**src/design/cbt_cfg.svh**
```systemverilog
`ifndef CBT_CFG_SVH
`define CBT_CFG_SVH

// register offsets, byte addresses
`define CBT_OFF_CFG      8'h00
`define CBT_OFF_FLAGS    8'h04
`define CBT_OFF_MASK     8'h08
`define CBT_OFF_CTRL     8'h0C

// bit timing register fields
`define CBT_BRP_LSB      0
`define CBT_SJW_LSB      6
`define CBT_PROP_LSB     8
`define CBT_PH1_LSB      11
`define CBT_SAM3_BIT     14
`define CBT_PH2FREE_BIT  15
`define CBT_PH2_LSB      16
`define CBT_CFG_MASK     32'h0007_FFFF
`define CBT_CFG_RST      32'h0000_0000

// interrupt flag positions
`define CBT_F_WAKE       14
`define CBT_F_BUSERR     13
`define CBT_F_SYSERR     12
`define CBT_F_RXOVF      11
`define CBT_F_MODE       3
`define CBT_F_TIMER      2
`define CBT_F_RX         1
`define CBT_F_TX         0
`define CBT_FLAG_MASK    32'h0000_780F

// control register fields
`define CBT_ON_BIT       15
`define CBT_REQ_LSB      24
`define CBT_CUR_LSB      21

// operating mode codes
`define CBT_MODE_NORMAL  3'h0
`define CBT_MODE_DISABLE 3'h1
`define CBT_MODE_CONFIG  3'h4

// prescaler: quantum is this many clocks per step of the field
`define CBT_TQ_CLK_MUL   2

`endif

```
**src/design/cbt_pkg.sv**
```systemverilog
package cbt_pkg;
  typedef logic [31:0] cbt_word_t;
  typedef logic [2:0]  cbt_mode_t;
  typedef logic [5:0]  cbt_brp_t;
  typedef logic [2:0]  cbt_seg_t;
endpackage : cbt_pkg

```
**src/design/cbt_tq_gen.sv**
```systemverilog
`timescale 1ns/1ps
`include "cbt_cfg.svh"

// quantum prescaler and bit segment sequencer
module cbt_tq_gen
(
  input  wire logic             sys_clk,    // system clock
  input  wire logic             reset_n,    // async reset, active low
  input  wire logic             run,        // count while high
  input  wire cbt_pkg::cbt_brp_t quantum_prescaler,       // quantum prescaler code
  input  wire cbt_pkg::cbt_seg_t prop,      // propagation segment code
  input  wire cbt_pkg::cbt_seg_t ph1,       // phase one code
  input  wire cbt_pkg::cbt_seg_t ph2,       // effective phase two code
  output logic                  tq_tick_r,  // one pulse per time quantum
  output logic                  sample_r,   // pulse at the sample point
  output logic                  bit_end_r   // pulse at the last quantum of a bit
);
  logic [6:0] pre_cnt_r;
  logic [6:0] pre_lim;
  logic [4:0] tq_idx_r;
  logic [4:0] smp_idx;
  logic [4:0] end_idx;
  logic       tick;

  // 2*(n+1) clocks per quantum
  assign pre_lim = 7'(`CBT_TQ_CLK_MUL * (int'(quantum_prescaler) + 1) - 1);
  assign tick    = run && (pre_cnt_r == pre_lim);
  // sync quantum, then prop+1, ph1+1, ph2+1 quanta
  assign smp_idx = 5'(int'(prop) + int'(ph1) + 2);
  assign end_idx = 5'(int'(prop) + int'(ph1) + int'(ph2) + 3);

  always_ff @(posedge sys_clk or negedge reset_n)
  begin
    if (!reset_n)
      pre_cnt_r <= 7'h00;
    else if (!run || tick)
      pre_cnt_r <= 7'h00;
    else
      pre_cnt_r <= pre_cnt_r + 7'h01;
  end

  always_ff @(posedge sys_clk or negedge reset_n)
  begin
    if (!reset_n)
      tq_idx_r <= 5'h00;
    else if (!run)
      tq_idx_r <= 5'h00;
    else if (tick)
      tq_idx_r <= (tq_idx_r >= end_idx) ? 5'h00 : tq_idx_r + 5'h01;
  end

  always_ff @(posedge sys_clk or negedge reset_n)
  begin
    if (!reset_n)
    begin
      tq_tick_r <= 1'b0;
      sample_r  <= 1'b0;
      bit_end_r <= 1'b0;
    end
    else
    begin
      tq_tick_r <= tick;
      sample_r  <= tick && (tq_idx_r == smp_idx);
      bit_end_r <= tick && (tq_idx_r == end_idx);
    end
  end

  // helper: clocks since last quantum tick
  logic [7:0] gap_r;
  always_ff @(posedge sys_clk or negedge reset_n)
  begin
    if (!reset_n)
      gap_r <= 8'h00;
    else if (!run || tick)
      gap_r <= 8'h00;
    else
      gap_r <= gap_r + 8'h01;
  end
endmodule : cbt_tq_gen

```
**src/design/cbt_top.sv**
```systemverilog
`timescale 1ns/1ps
`include "cbt_cfg.svh"

module cbt_top
#(
  parameter int TS_W = 16                          // timestamp counter width
)
(
  input  wire logic            sys_clk,            // system clock, 40 MHz
  input  wire logic            reset_n,            // async reset, active low
  input  wire logic [7:0]      reg_addr,           // register byte address
  input  wire logic [31:0]     reg_wdata,          // write data
  input  wire logic            reg_wr,             // write strobe
  input  wire logic            reg_rd,             // read strobe
  output cbt_pkg::cbt_word_t   reg_rdata_r,        // read data, cycle after strobe
  input  wire logic            can_rx,             // bus receive pin
  input  wire logic            bus_error_evt,      // protocol error pulse
  input  wire logic            sys_fault_evt,      // system bus access fault pulse
  input  wire logic            rx_no_buf_evt,      // message found no free buffer
  input  wire logic            rx_pending,         // receive buffer condition level
  input  wire logic            tx_pending,         // transmit buffer condition level
  output logic                 irq_r,              // level interrupt
  output cbt_pkg::cbt_mode_t   cur_mode_r,         // current operating mode
  output logic                 tq_tick_r,          // quantum tick
  output logic                 sample_r,           // sample point pulse
  output logic                 bit_end_r,          // end of bit pulse
  output logic                 sample3_r,          // three-sample mode selected
  output logic [1:0]           sjw_eff_r,          // effective jump width code
  output logic [4:0]           quanta_per_bit_r    // quanta in one bit
);
  cbt_pkg::cbt_word_t cfg_r;
  cbt_pkg::cbt_word_t flags_r;
  cbt_pkg::cbt_word_t flags_nxt;
  cbt_pkg::cbt_word_t mask_r;
  cbt_pkg::cbt_mode_t req_mode_r;
  logic               on_r;
  logic               on_rise;
  logic [TS_W-1:0]    ts_r;
  logic               rx_s1_r;
  logic               rx_s2_r;
  logic               rx_s3_r;
  logic               wake_evt;
  logic               mode_evt;
  logic               wrap_evt;
  logic               run;
  logic               wr_cfg;
  logic               wr_flags;
  logic               wr_mask;
  logic               wr_ctrl;
  cbt_pkg::cbt_word_t set_v;
  cbt_pkg::cbt_word_t clr_v;
  cbt_pkg::cbt_brp_t  quantum_prescaler;
  cbt_pkg::cbt_seg_t  prop;
  cbt_pkg::cbt_seg_t  ph1;
  cbt_pkg::cbt_seg_t  ph2_prog;
  cbt_pkg::cbt_seg_t  ph2_eff;
  logic [1:0]         resync_jump_width;
  logic               tick_w;

  assign wr_cfg   = reg_wr && (reg_addr == `CBT_OFF_CFG);
  assign wr_flags = reg_wr && (reg_addr == `CBT_OFF_FLAGS);
  assign wr_mask  = reg_wr && (reg_addr == `CBT_OFF_MASK);
  assign wr_ctrl  = reg_wr && (reg_addr == `CBT_OFF_CTRL);

  assign quantum_prescaler      = cfg_r[`CBT_BRP_LSB +: 6];
  assign resync_jump_width      = cfg_r[`CBT_SJW_LSB +: 2];
  assign prop     = cfg_r[`CBT_PROP_LSB +: 3];
  assign ph1      = cfg_r[`CBT_PH1_LSB +: 3];
  assign ph2_prog = cfg_r[`CBT_PH2_LSB +: 3];
  // phase two follows phase one unless freely programmed
  assign ph2_eff  = cfg_r[`CBT_PH2FREE_BIT] ? ph2_prog : ph1;

  // bit timing register, locked outside configuration mode
  always_ff @(posedge sys_clk or negedge reset_n)
  begin
    if (!reset_n)
      cfg_r <= `CBT_CFG_RST;
    else if (wr_cfg && cur_mode_r == `CBT_MODE_CONFIG)
      cfg_r <= reg_wdata & `CBT_CFG_MASK;
  end

  // control: module on and requested mode
  always_ff @(posedge sys_clk or negedge reset_n)
  begin
    if (!reset_n)
    begin
      on_r       <= 1'b0;
      req_mode_r <= `CBT_MODE_CONFIG;
    end
    else if (wr_ctrl)
    begin
      on_r       <= reg_wdata[`CBT_ON_BIT];
      req_mode_r <= reg_wdata[`CBT_REQ_LSB +: 3];
    end
  end

  assign on_rise  = wr_ctrl && !on_r && reg_wdata[`CBT_ON_BIT];
  assign mode_evt = (cur_mode_r != req_mode_r);

  // current mode tracks the request one clock later
  always_ff @(posedge sys_clk or negedge reset_n)
  begin
    if (!reset_n)
      cur_mode_r <= `CBT_MODE_CONFIG;
    else
      cur_mode_r <= req_mode_r;
  end

  assign run = on_r && (cur_mode_r != `CBT_MODE_CONFIG)
                    && (cur_mode_r != `CBT_MODE_DISABLE);

  cbt_tq_gen u_tq
  (
    .sys_clk   (sys_clk),
    .reset_n   (reset_n),
    .run       (run),
    .quantum_prescaler       (quantum_prescaler),
    .prop      (prop),
    .ph1       (ph1),
    .ph2       (ph2_eff),
    .tq_tick_r (tick_w),
    .sample_r  (sample_r),
    .bit_end_r (bit_end_r)
  );

  always_ff @(posedge sys_clk or negedge reset_n)
  begin
    if (!reset_n)
      tq_tick_r <= 1'b0;
    else
      tq_tick_r <= tick_w;
  end

  // derived timing values
  always_ff @(posedge sys_clk or negedge reset_n)
  begin
    if (!reset_n)
    begin
      sjw_eff_r        <= 2'h0;
      sample3_r        <= 1'b0;
      quanta_per_bit_r <= 5'h04;
    end
    else
    begin
      sjw_eff_r        <= (resync_jump_width > ph2_eff[1:0] && ph2_eff < 3'h4) ?
                          ph2_eff[1:0] : resync_jump_width;
      sample3_r        <= cfg_r[`CBT_SAM3_BIT];
      quanta_per_bit_r <= 5'(int'(prop) + int'(ph1) + int'(ph2_eff) + 4);
    end
  end

  // free-running timestamp, one count per quantum
  assign wrap_evt = tick_w && (&ts_r);
  always_ff @(posedge sys_clk or negedge reset_n)
  begin
    if (!reset_n)
      ts_r <= '0;
    else if (tick_w)
      ts_r <= ts_r + 1'b1;
  end

  // receive pin synchroniser and wake edge detect
  always_ff @(posedge sys_clk or negedge reset_n)
  begin
    if (!reset_n)
    begin
      rx_s1_r <= 1'b1;
      rx_s2_r <= 1'b1;
      rx_s3_r <= 1'b1;
    end
    else
    begin
      rx_s1_r <= can_rx;
      rx_s2_r <= rx_s1_r;
      rx_s3_r <= rx_s2_r;
    end
  end

  // dominant edge while disabled counts as bus activity
  assign wake_evt = rx_s3_r && !rx_s2_r && (cur_mode_r == `CBT_MODE_DISABLE);

  always_comb
  begin
    set_v                = '0;
    set_v[`CBT_F_WAKE]   = wake_evt;
    set_v[`CBT_F_BUSERR] = bus_error_evt;
    set_v[`CBT_F_SYSERR] = sys_fault_evt;
    set_v[`CBT_F_RXOVF]  = rx_no_buf_evt;
    set_v[`CBT_F_MODE]   = mode_evt;
    set_v[`CBT_F_TIMER]  = wrap_evt;
    clr_v                = wr_flags ? reg_wdata : '0;
    clr_v[`CBT_F_SYSERR] = on_rise;
    clr_v[`CBT_F_RX]     = 1'b0;
    clr_v[`CBT_F_TX]     = 1'b0;
    // set wins over a clear in the same cycle
    flags_nxt            = ((flags_r & ~clr_v) | set_v) & `CBT_FLAG_MASK;
    flags_nxt[`CBT_F_RX] = rx_pending;
    flags_nxt[`CBT_F_TX] = tx_pending;
  end

  always_ff @(posedge sys_clk or negedge reset_n)
  begin
    if (!reset_n)
      flags_r <= '0;
    else
      flags_r <= flags_nxt;
  end

  always_ff @(posedge sys_clk or negedge reset_n)
  begin
    if (!reset_n)
      mask_r <= '0;
    else if (wr_mask)
      mask_r <= reg_wdata & `CBT_FLAG_MASK;
  end

  always_ff @(posedge sys_clk or negedge reset_n)
  begin
    if (!reset_n)
      irq_r <= 1'b0;
    else
      irq_r <= |(flags_nxt & mask_r);
  end

  // read port, data valid only in the cycle after the strobe
  always_ff @(posedge sys_clk or negedge reset_n)
  begin
    if (!reset_n)
      reg_rdata_r <= '0;
    else if (!reg_rd)
      reg_rdata_r <= '0;
    else
    begin
      unique case (reg_addr)
        `CBT_OFF_CFG:   reg_rdata_r <= cfg_r;
        `CBT_OFF_FLAGS: reg_rdata_r <= flags_r;
        `CBT_OFF_MASK:  reg_rdata_r <= mask_r;
        `CBT_OFF_CTRL:  reg_rdata_r <= (32'(req_mode_r) << `CBT_REQ_LSB)
                                     | (32'(cur_mode_r) << `CBT_CUR_LSB)
                                     | (32'(on_r) << `CBT_ON_BIT);
        default:        reg_rdata_r <= '0;
      endcase
    end
  end
endmodule : cbt_top

```
**config.mk**
```make
export PLATFORM = sky130hd
export DESIGN_NAME = cbt_top
export DESIGN_NICKNAME = d
export VERILOG_FILES = /design/src/design/cbt_pkg.sv /design/src/design/cbt_tq_gen.sv /design/src/design/cbt_top.sv
export VERILOG_INCLUDE_DIRS = /design/src /design/src/design
export SDC_FILE = /design/constraint.sdc
export NUM_CORES = 1
export LEC_CHECK = 0
export BUFFER_PORTS_ARGS = -buffer_cell sky130_fd_sc_hd__buf_2
export CORE_AREA = 2 2 100 102
export DETAILED_ROUTE_END_ITERATION = 7
export DIE_AREA = 0 0 102 104
export PLACE_DENSITY = 0.82
export SETUP_SLACK_MARGIN = 0.2
export SKIP_LAST_GASP = 1
export SYNTH_ARGS = -nofsm -noshare
export SYNTH_HDL_FRONTEND = slang
export SYNTH_SLANG_ARGS = --single-unit
```
**constraint.sdc**
```tcl
create_clock -name sys_clk -period 5 [get_ports sys_clk]
set_input_delay 0.25 -clock sys_clk [delete_from_list [all_inputs] [get_ports sys_clk]]
set_output_delay 0.25 -clock sys_clk [all_outputs]
set_load 0.05 [all_outputs]
```
# Word level (Yosys, flattened, before mapping)
# Index checks and enable logic that the tools add are counted.
[totals]
inputBits = 50
ff_bits = 118
elab_cells = 84
out_inout_bits = 47
[classes]
eq_ne = 12
muxes = 9
n_reduce_logical = 23
addsub = 10
magnitude_cmp = 3
bitwise = 6
[ops]
columns = ["op", "count"]
rows = [
  ["case mux 32 bit (4 select lines)", 1],
  ["two-way mux 32 bit", 1],
  ["OR 32 x 16 -> 32 bit", 1],
  ["OR reduction 32 bit", 1],
  ["bitwise AND 15 bit", 2],
  ["OR 27 x 24 -> 27 bit", 1],
  ["adder 16 x 1 -> 16 bit, second input constant", 1],
  ["equality test 8 x 4 -> 1 bit, second input constant", 2],
  ["logical AND 1 bit", 16],
  ["AND reduction 16 bit", 1],
  ["two-way mux 15 bit", 1],
  ["two-way mux 5 bit", 3],
  ["NOT 15 bit", 1],
  ["OR 15 bit", 1],
  ["adder 5 x 3 -> 5 bit, second input constant", 2],
  ["equality test 5 bit", 2],
  ["equality test 8 x 3 -> 1 bit, second input constant", 1],
  ["logical NOT 8 bit", 1],
  ["adder 7 x 1 -> 7 bit, second input constant", 1],
  ["equality test 7 bit", 1],
  ["two-way mux 7 bit", 1],
  ["subtractor 7 x 2 -> 7 bit, second input constant", 1],
  ["adder 6 x 1 -> 6 bit, second input constant", 1],
  ["adder 5 x 1 -> 5 bit, second input constant", 1],
  ["other kinds (16)", 18],
]

# Logic depth before layout (Yosys ltp)
[logic_depth]
word_depth = 9
mapped_depth = 16
depth_no_buf = 16

# Hierarchy
# A second synthesis with hierarchy kept.
[hier_totals]
hier_cells = 448
hier_area_um2 = 5345.1
[modules_own_cells]
columns = ["mod", "area_each_um2", "cells_each", "n_inst"]
rows = [
  ["cbt_top", 4046.4, 313, 1],
  ["cbt_tq_gen", 1298.7, 135, 1],
]

# Worst setup path after synthesis
# Ideal clock, no wire load.
[synth_timing]
kind = "register -> register"
startpoint = "reg cfg_r[11]"
endpoint = "reg u_tq.tq_idx_r[3]"
stages_incl_launch_ff = 17
setup_ns = 0.066
t_arrival_ns = 3.733
required_ns = 4.934
n_path_buf = 0
slack_ns = 1.201
cell_sequence = "dfrtp_1 > ha_1 > fa_1 > xor2_1 > ha_1 > a21oi_1 > nand2_1 > xnor2_1 > ha_1 > nor2b_1 > xnor2_1 > ha_1 > and4_1 > a221oi_1 > nand2b_1 > nor4_1 > a221o_1"
[synth_between]
elab_chain_cells = 7
elab_cells_between_ends = 8
[synth_rtl]
columns = ["item", "line_no", "rtl"]
rows = [
  ["start: declaration", "cbt_top.sv:31", "cbt_pkg::cbt_word_t cfg_r;"],
  ["start signal: assignment", "cbt_top.sv:77", "cfg_r <= `CBT_CFG_RST;"],
  ["start signal: assignment", "cbt_top.sv:79", "cfg_r <= reg_wdata & `CBT_CFG_MASK;"],
  ["adder 3 x 3 -> 4 bit / two-way mux 3 bit (equally long branches)", "cbt_tq_gen.sv:30, cbt_top.sv:71", ""],
  ["adder 5 x 4 -> 5 bit *", "cbt_tq_gen.sv:30", "assign end_idx = 5'(int'(prop) + int'(ph1) + int'(ph2) + 3);"],
  ["adder 5 x 3 -> 5 bit *", "cbt_tq_gen.sv:30", ""],
  ["greater-or-equal comparator 5 bit *", "cbt_tq_gen.sv:49", "tq_idx_r <= (tq_idx_r >= end_idx) ? 5'h00 : tq_idx_r + 5'h01;"],
  ["two-way mux 5 bit *", "cbt_tq_gen.sv:49", ""],
  ["two-way mux 5 bit *", "cbt_tq_gen.sv:48", "else if (tick)"],
  ["two-way mux 5 bit *", "cbt_tq_gen.sv:46", "else if (!run)"],
  ["end signal: assignment", "cbt_tq_gen.sv:49", ""],
  ["end: declaration", "cbt_tq_gen.sv:20", "logic [4:0] tq_idx_r;"],
]
# Mark *: on every way between the ends. The rest lies on a longest branch, timed or not. The select of a mux whose other input is x is not followed.
# A chain may end at the register's enable or synchronous reset.

# Worst setup path in the final report
# Same ends and word-level chain as after synthesis.

==> results list <==
- The run finished with clean final reports.
- The worst setup path is launched from a register.
* Library cell used as clock root buffer: sky130_fd_sc_hd__clkbuf_8
- Net total in the final layout: 590
* Layout overhead on the synthesized area: 14.8%
- Vias per std cell: 5.30
- Layout cell share with drive strength beyond 1: 0.274
* Post-synth ARST share: 1.00
- For this design, the slowest cell found on the critical path is sky130_fd_sc_hd__dfrtp_1.
* Worst clock skew: 14.2 ps
* Setup Viol. Count Final: 0
* Total Negative Setup Slacks: 0 ps
- Die Span X: between 100 and 150 um
- TritonCTS clock tree: built
- Cell seen most often among critical-path stages: sky130_fd_sc_hd__ha_1
* Rel. slew slack: 0.228
* Timing startpoint of the critical path: cfg_r[11]
* Routability cong.: 0.855
* H-tree levels: 3
- In the finished design, the share of the clock period the worst path needs comes to 0.860.
* Areal power density over the cells: 265 nW/um^2
- Hold Violations, Final: 0
* Quantity of I/O buffers inserted on ports: 79
* Num Clock Sinks: 111
* Startpoint of the most critical register-to-register path: cfg_r[11]
- Filler cell count in the final layout: around 760
- For this design the static power due to leakage is 0.00302 uW.
- The number of pins exceeding their max-slew limit in the final report is 0.
- For this design the top-level I/O count stands at 97.
- Num CTS Buffers: 9
* Number of standard cells after synthesis: 430
- Area enclosed by the die boundary: 10600 sq um
- Height of the die: 104 um
- Mean area per synthesized cell: 11.9 sq um
- In this run the cell area of the synthesized design comes to about 5100 sq um.
- Worst Path Class, Setup: register to register
- In this run the most critical hold path is launched from bus_error_evt.
- IR drop worst, VDD: 176 uV
- Of all nets on the critical path, the largest fanout is 5.
- Hold crit path type: input port to register
- Violation count after the first detailed-routing iteration: 165
- STA classifies the critical path endpoint as a register.
* Maximum clock frequency: 0.233 GHz
- For this run, the total global-route usage over all layers was measured as 0.210.
* Placeable core area: 9550 sq um
- The final layout contains routed wiring with a total length of between 10 and 15 mm.
- Summing over every cut layer, the via total after detailed routing is between 3000 and 4000.
* RSZ-0062 raised after global routing: false
* Required time of the critical path: 5310 ps
- Share of the core filled with cells in the final layout: 0.614
- In this run the core area contains 36 standard-cell rows.
- Antenna diode count: 0
* EDFF count, synth: 0
- Max-cap violations in this run came to 0.
- In this run the remaining antenna-violating nets after routing total 0.
- Of the synthesized area, sequential elements account for 0.545.
- On the worst path, the slowest cell contributes a delay of 450 ps.
- Number of design rule violations left after detail routing: 0
- Wire length of the first global-routing pass: 17.6 mm
- Least-Margin Pin Slew: roughly 1100 ps
- Yosys warning count: 0
- Clock-pin slew was measured on the worst setup and hold paths at around 110 ps.
* Maximum root-to-sink buffer count: 2
- Register bit count reported by yosys: ~110
* Flip-flop cell with the highest count after synthesis: sky130_fd_sc_hd__dfrtp_1
- The number of global-route vias before repair is ~3600.
- For flop-to-flop paths, the worst setup slack is 700 ps.
* Half-perimeter wire length after placement: 7.59 mm
* Largest net degree at the start of global routing: 67
* Number of antenna violations at the first check in global routing: 0
* Count of TritonRoute iterations in the first routing pass: 4
* Final Critical Period: 4300 ps
- Post-synthesis cell type count: a little under 50
* Worst-skew pair later-pin latency: 380 ps
- Critical path cell sequence: ha_1 > fa_1 > xor2_1 > ha_1 > a21oi_1 > nand2_1 > xnor2_1 > ha_1 > nor2b_1 > xnor2_1 > ha_1 > and4_1 > a221oi_1 > nand2b_1 > nor4_1 > a221o_1
- Global routing finished with a remaining overflow of 0.
* Detailed-route wire length per cell: about 16 um
* Initial core utilization: 0.535
* Critical path data arrival time: 4610 ps
power by group:
part / total [uW] / internal [uW] / leakage (uW) / switching [uW]
registers: 921 / 911 / 0.00150 / 9.75
clock network: 532 / 208 / 0.000101 / 324
logic: 103 / 32.4 / 0.00142 / 70.3
total: 1560 / 1150 / 0.00302 / 404
logic make-up after synthesis:
logic type | Yosys count | synth area share
simple gates | 136 | 0.140
flops | 111 | 0.545
compound gates | 46 | 0.0593
mux | 45 | 0.0970
xor+xnor | 44 | 0.0755
buf+inv | 24 | 0.0230
fa+ha+maj | 23 | 0.0593
other cells | 1 | 0.000734
worst paths after layout:
check                                      end  cells after the start
setup / recovery              u_tq.tq_idx_r[3]                     16
hold / removal                     flags_r[13]                      2
setup reg to reg              u_tq.tq_idx_r[3]                     16
hold reg to reg                        rx_s2_r                      0
max in group asynchronous          flags_r[14]                      3
min in group asynchronous  quanta_per_bit_r[4]                      2
layout by cell type (no fill, tap or decap), types with 2 or more instances in the layout:
cell,instances
sky130_fd_sc_hd__a21o_1,5
sky130_fd_sc_hd__a21oi_1,19
sky130_fd_sc_hd__a221o_1,2
sky130_fd_sc_hd__a222oi_1,2
sky130_fd_sc_hd__a22o_1,2
sky130_fd_sc_hd__and2_1,21
sky130_fd_sc_hd__and3_1,4
sky130_fd_sc_hd__and4_1,3
sky130_fd_sc_hd__buf_2,78
sky130_fd_sc_hd__buf_4,3
sky130_fd_sc_hd__clkbuf_8,10
sky130_fd_sc_hd__conb_1,7
sky130_fd_sc_hd__dfrtp_1,105
sky130_fd_sc_hd__dfstp_2,6
sky130_fd_sc_hd__dlygate4sd3_1,4
sky130_fd_sc_hd__fa_1,2
sky130_fd_sc_hd__ha_1,21
sky130_fd_sc_hd__inv_1,9
sky130_fd_sc_hd__inv_6,4
sky130_fd_sc_hd__mux2_2,36
sky130_fd_sc_hd__mux2i_1,9
sky130_fd_sc_hd__nand2_1,19
sky130_fd_sc_hd__nand2b_1,4
sky130_fd_sc_hd__nand3_1,17
sky130_fd_sc_hd__nand4_1,7
sky130_fd_sc_hd__nor2_1,36
sky130_fd_sc_hd__nor2b_1,5
sky130_fd_sc_hd__nor3_1,5
sky130_fd_sc_hd__nor4_1,4
sky130_fd_sc_hd__nor4b_1,2
sky130_fd_sc_hd__o21ai_0,6
sky130_fd_sc_hd__or2_2,3
sky130_fd_sc_hd__xnor2_1,26
sky130_fd_sc_hd__xor2_1,18
per-layer routing:
metal	vias up	routed length (um)	global-route usage
li1	1663	-	-
met1	1719	4510	0.283
met2	84	5450	0.352
met3	8	448	0.0397
met4	0	93	0.0476
met5	-	0	0
through the flow:
stage	setup slack [ps]	area (sq um)	power (uW)	instances	hold slack, ps
detailed placement	728	5630	1040	635	357
finish	701	5860	1560	655	83.2
global route	275	5860	1620	655	69.9
CTS	684	5860	1560	655	67.6
floorplan	1200	5130	993	436	-45.6
global placement	901	5630	1030	635	353
final cells by class:
cell class | count | area, sq um | share of cell area
tap | 133 | 166 | 0.0284
multi-input combinational | 301 | 2230 | 0.380
clock inverter | 6 | 60.1 | 0.0102
sequential | 111 | 2790 | 0.475
timing repair buffer | 85 | 453 | 0.0773
clock buffer | 10 | 138 | 0.0235
inverter | 9 | 33.8 | 0.00576
state kept, by name (all words and copies together), names as in the netlist, 2 cells and up:
name,cells
reg_rdata_r,25
cfg_r,19
ts_r,16
flags_r,8
mask_r,8
u_tq.pre_cnt_r,7
quanta_per_bit_r,5
u_tq.tq_idx_r,5
cur_mode_r,3
req_mode_r,3
sjw_eff_r,2
what timing repair did:
item                                    CTS  global route
endpoints found under the setup margin    0             0
buffers inserted                          0             0
resized for setup                         0             0
hold buffers                              4             0
hold endpoints to repair                 51             0
critical path, delay by kind of cell (launching register included):
family          cells  cell delay [ps]
simple gates        5              920
fa+ha+maj           5             1420
flops               1              450
compound gates      3              720
xor+xnor            3              730
synth_stat cells (2+ instances only):
master                     count  share of area
sky130_fd_sc_hd__or2_2         3         0.0037
sky130_fd_sc_hd__a21o_1        5         0.0074
sky130_fd_sc_hd__and3_1        4         0.0049
sky130_fd_sc_hd__and2_1       21          0.026
sky130_fd_sc_hd__nor2b_1       5         0.0061
sky130_fd_sc_hd__o21ai_0       6         0.0059
sky130_fd_sc_hd__nand2_1      19          0.014
sky130_fd_sc_hd__nand3_1      17          0.017
sky130_fd_sc_hd__mux2_2       36          0.079
sky130_fd_sc_hd__dfrtp_1     105           0.51
sky130_fd_sc_hd__nor2_1       36          0.026
sky130_fd_sc_hd__nor3_1        5         0.0049
sky130_fd_sc_hd__nand2b_1      4         0.0049
sky130_fd_sc_hd__nor4_1        4         0.0049
sky130_fd_sc_hd__ha_1         21          0.051
sky130_fd_sc_hd__nand4_1       7         0.0086
sky130_fd_sc_hd__clkbuf_1      6         0.0044
sky130_fd_sc_hd__buf_4         7          0.010
sky130_fd_sc_hd__a221o_1       2         0.0039
sky130_fd_sc_hd__a22o_1        2         0.0034
sky130_fd_sc_hd__a222oi_1      2         0.0039
sky130_fd_sc_hd__inv_1         9         0.0066
sky130_fd_sc_hd__dfstp_2       6          0.031
sky130_fd_sc_hd__xor2_1       18          0.031
sky130_fd_sc_hd__mux2i_1       9          0.018
sky130_fd_sc_hd__fa_1          2         0.0078
sky130_fd_sc_hd__nor4b_1       2         0.0034
sky130_fd_sc_hd__a21oi_1      19          0.019
sky130_fd_sc_hd__and4_1        3         0.0051
sky130_fd_sc_hd__xnor2_1      26          0.045
Note: power is estimated with default switching activity, not from simulation.
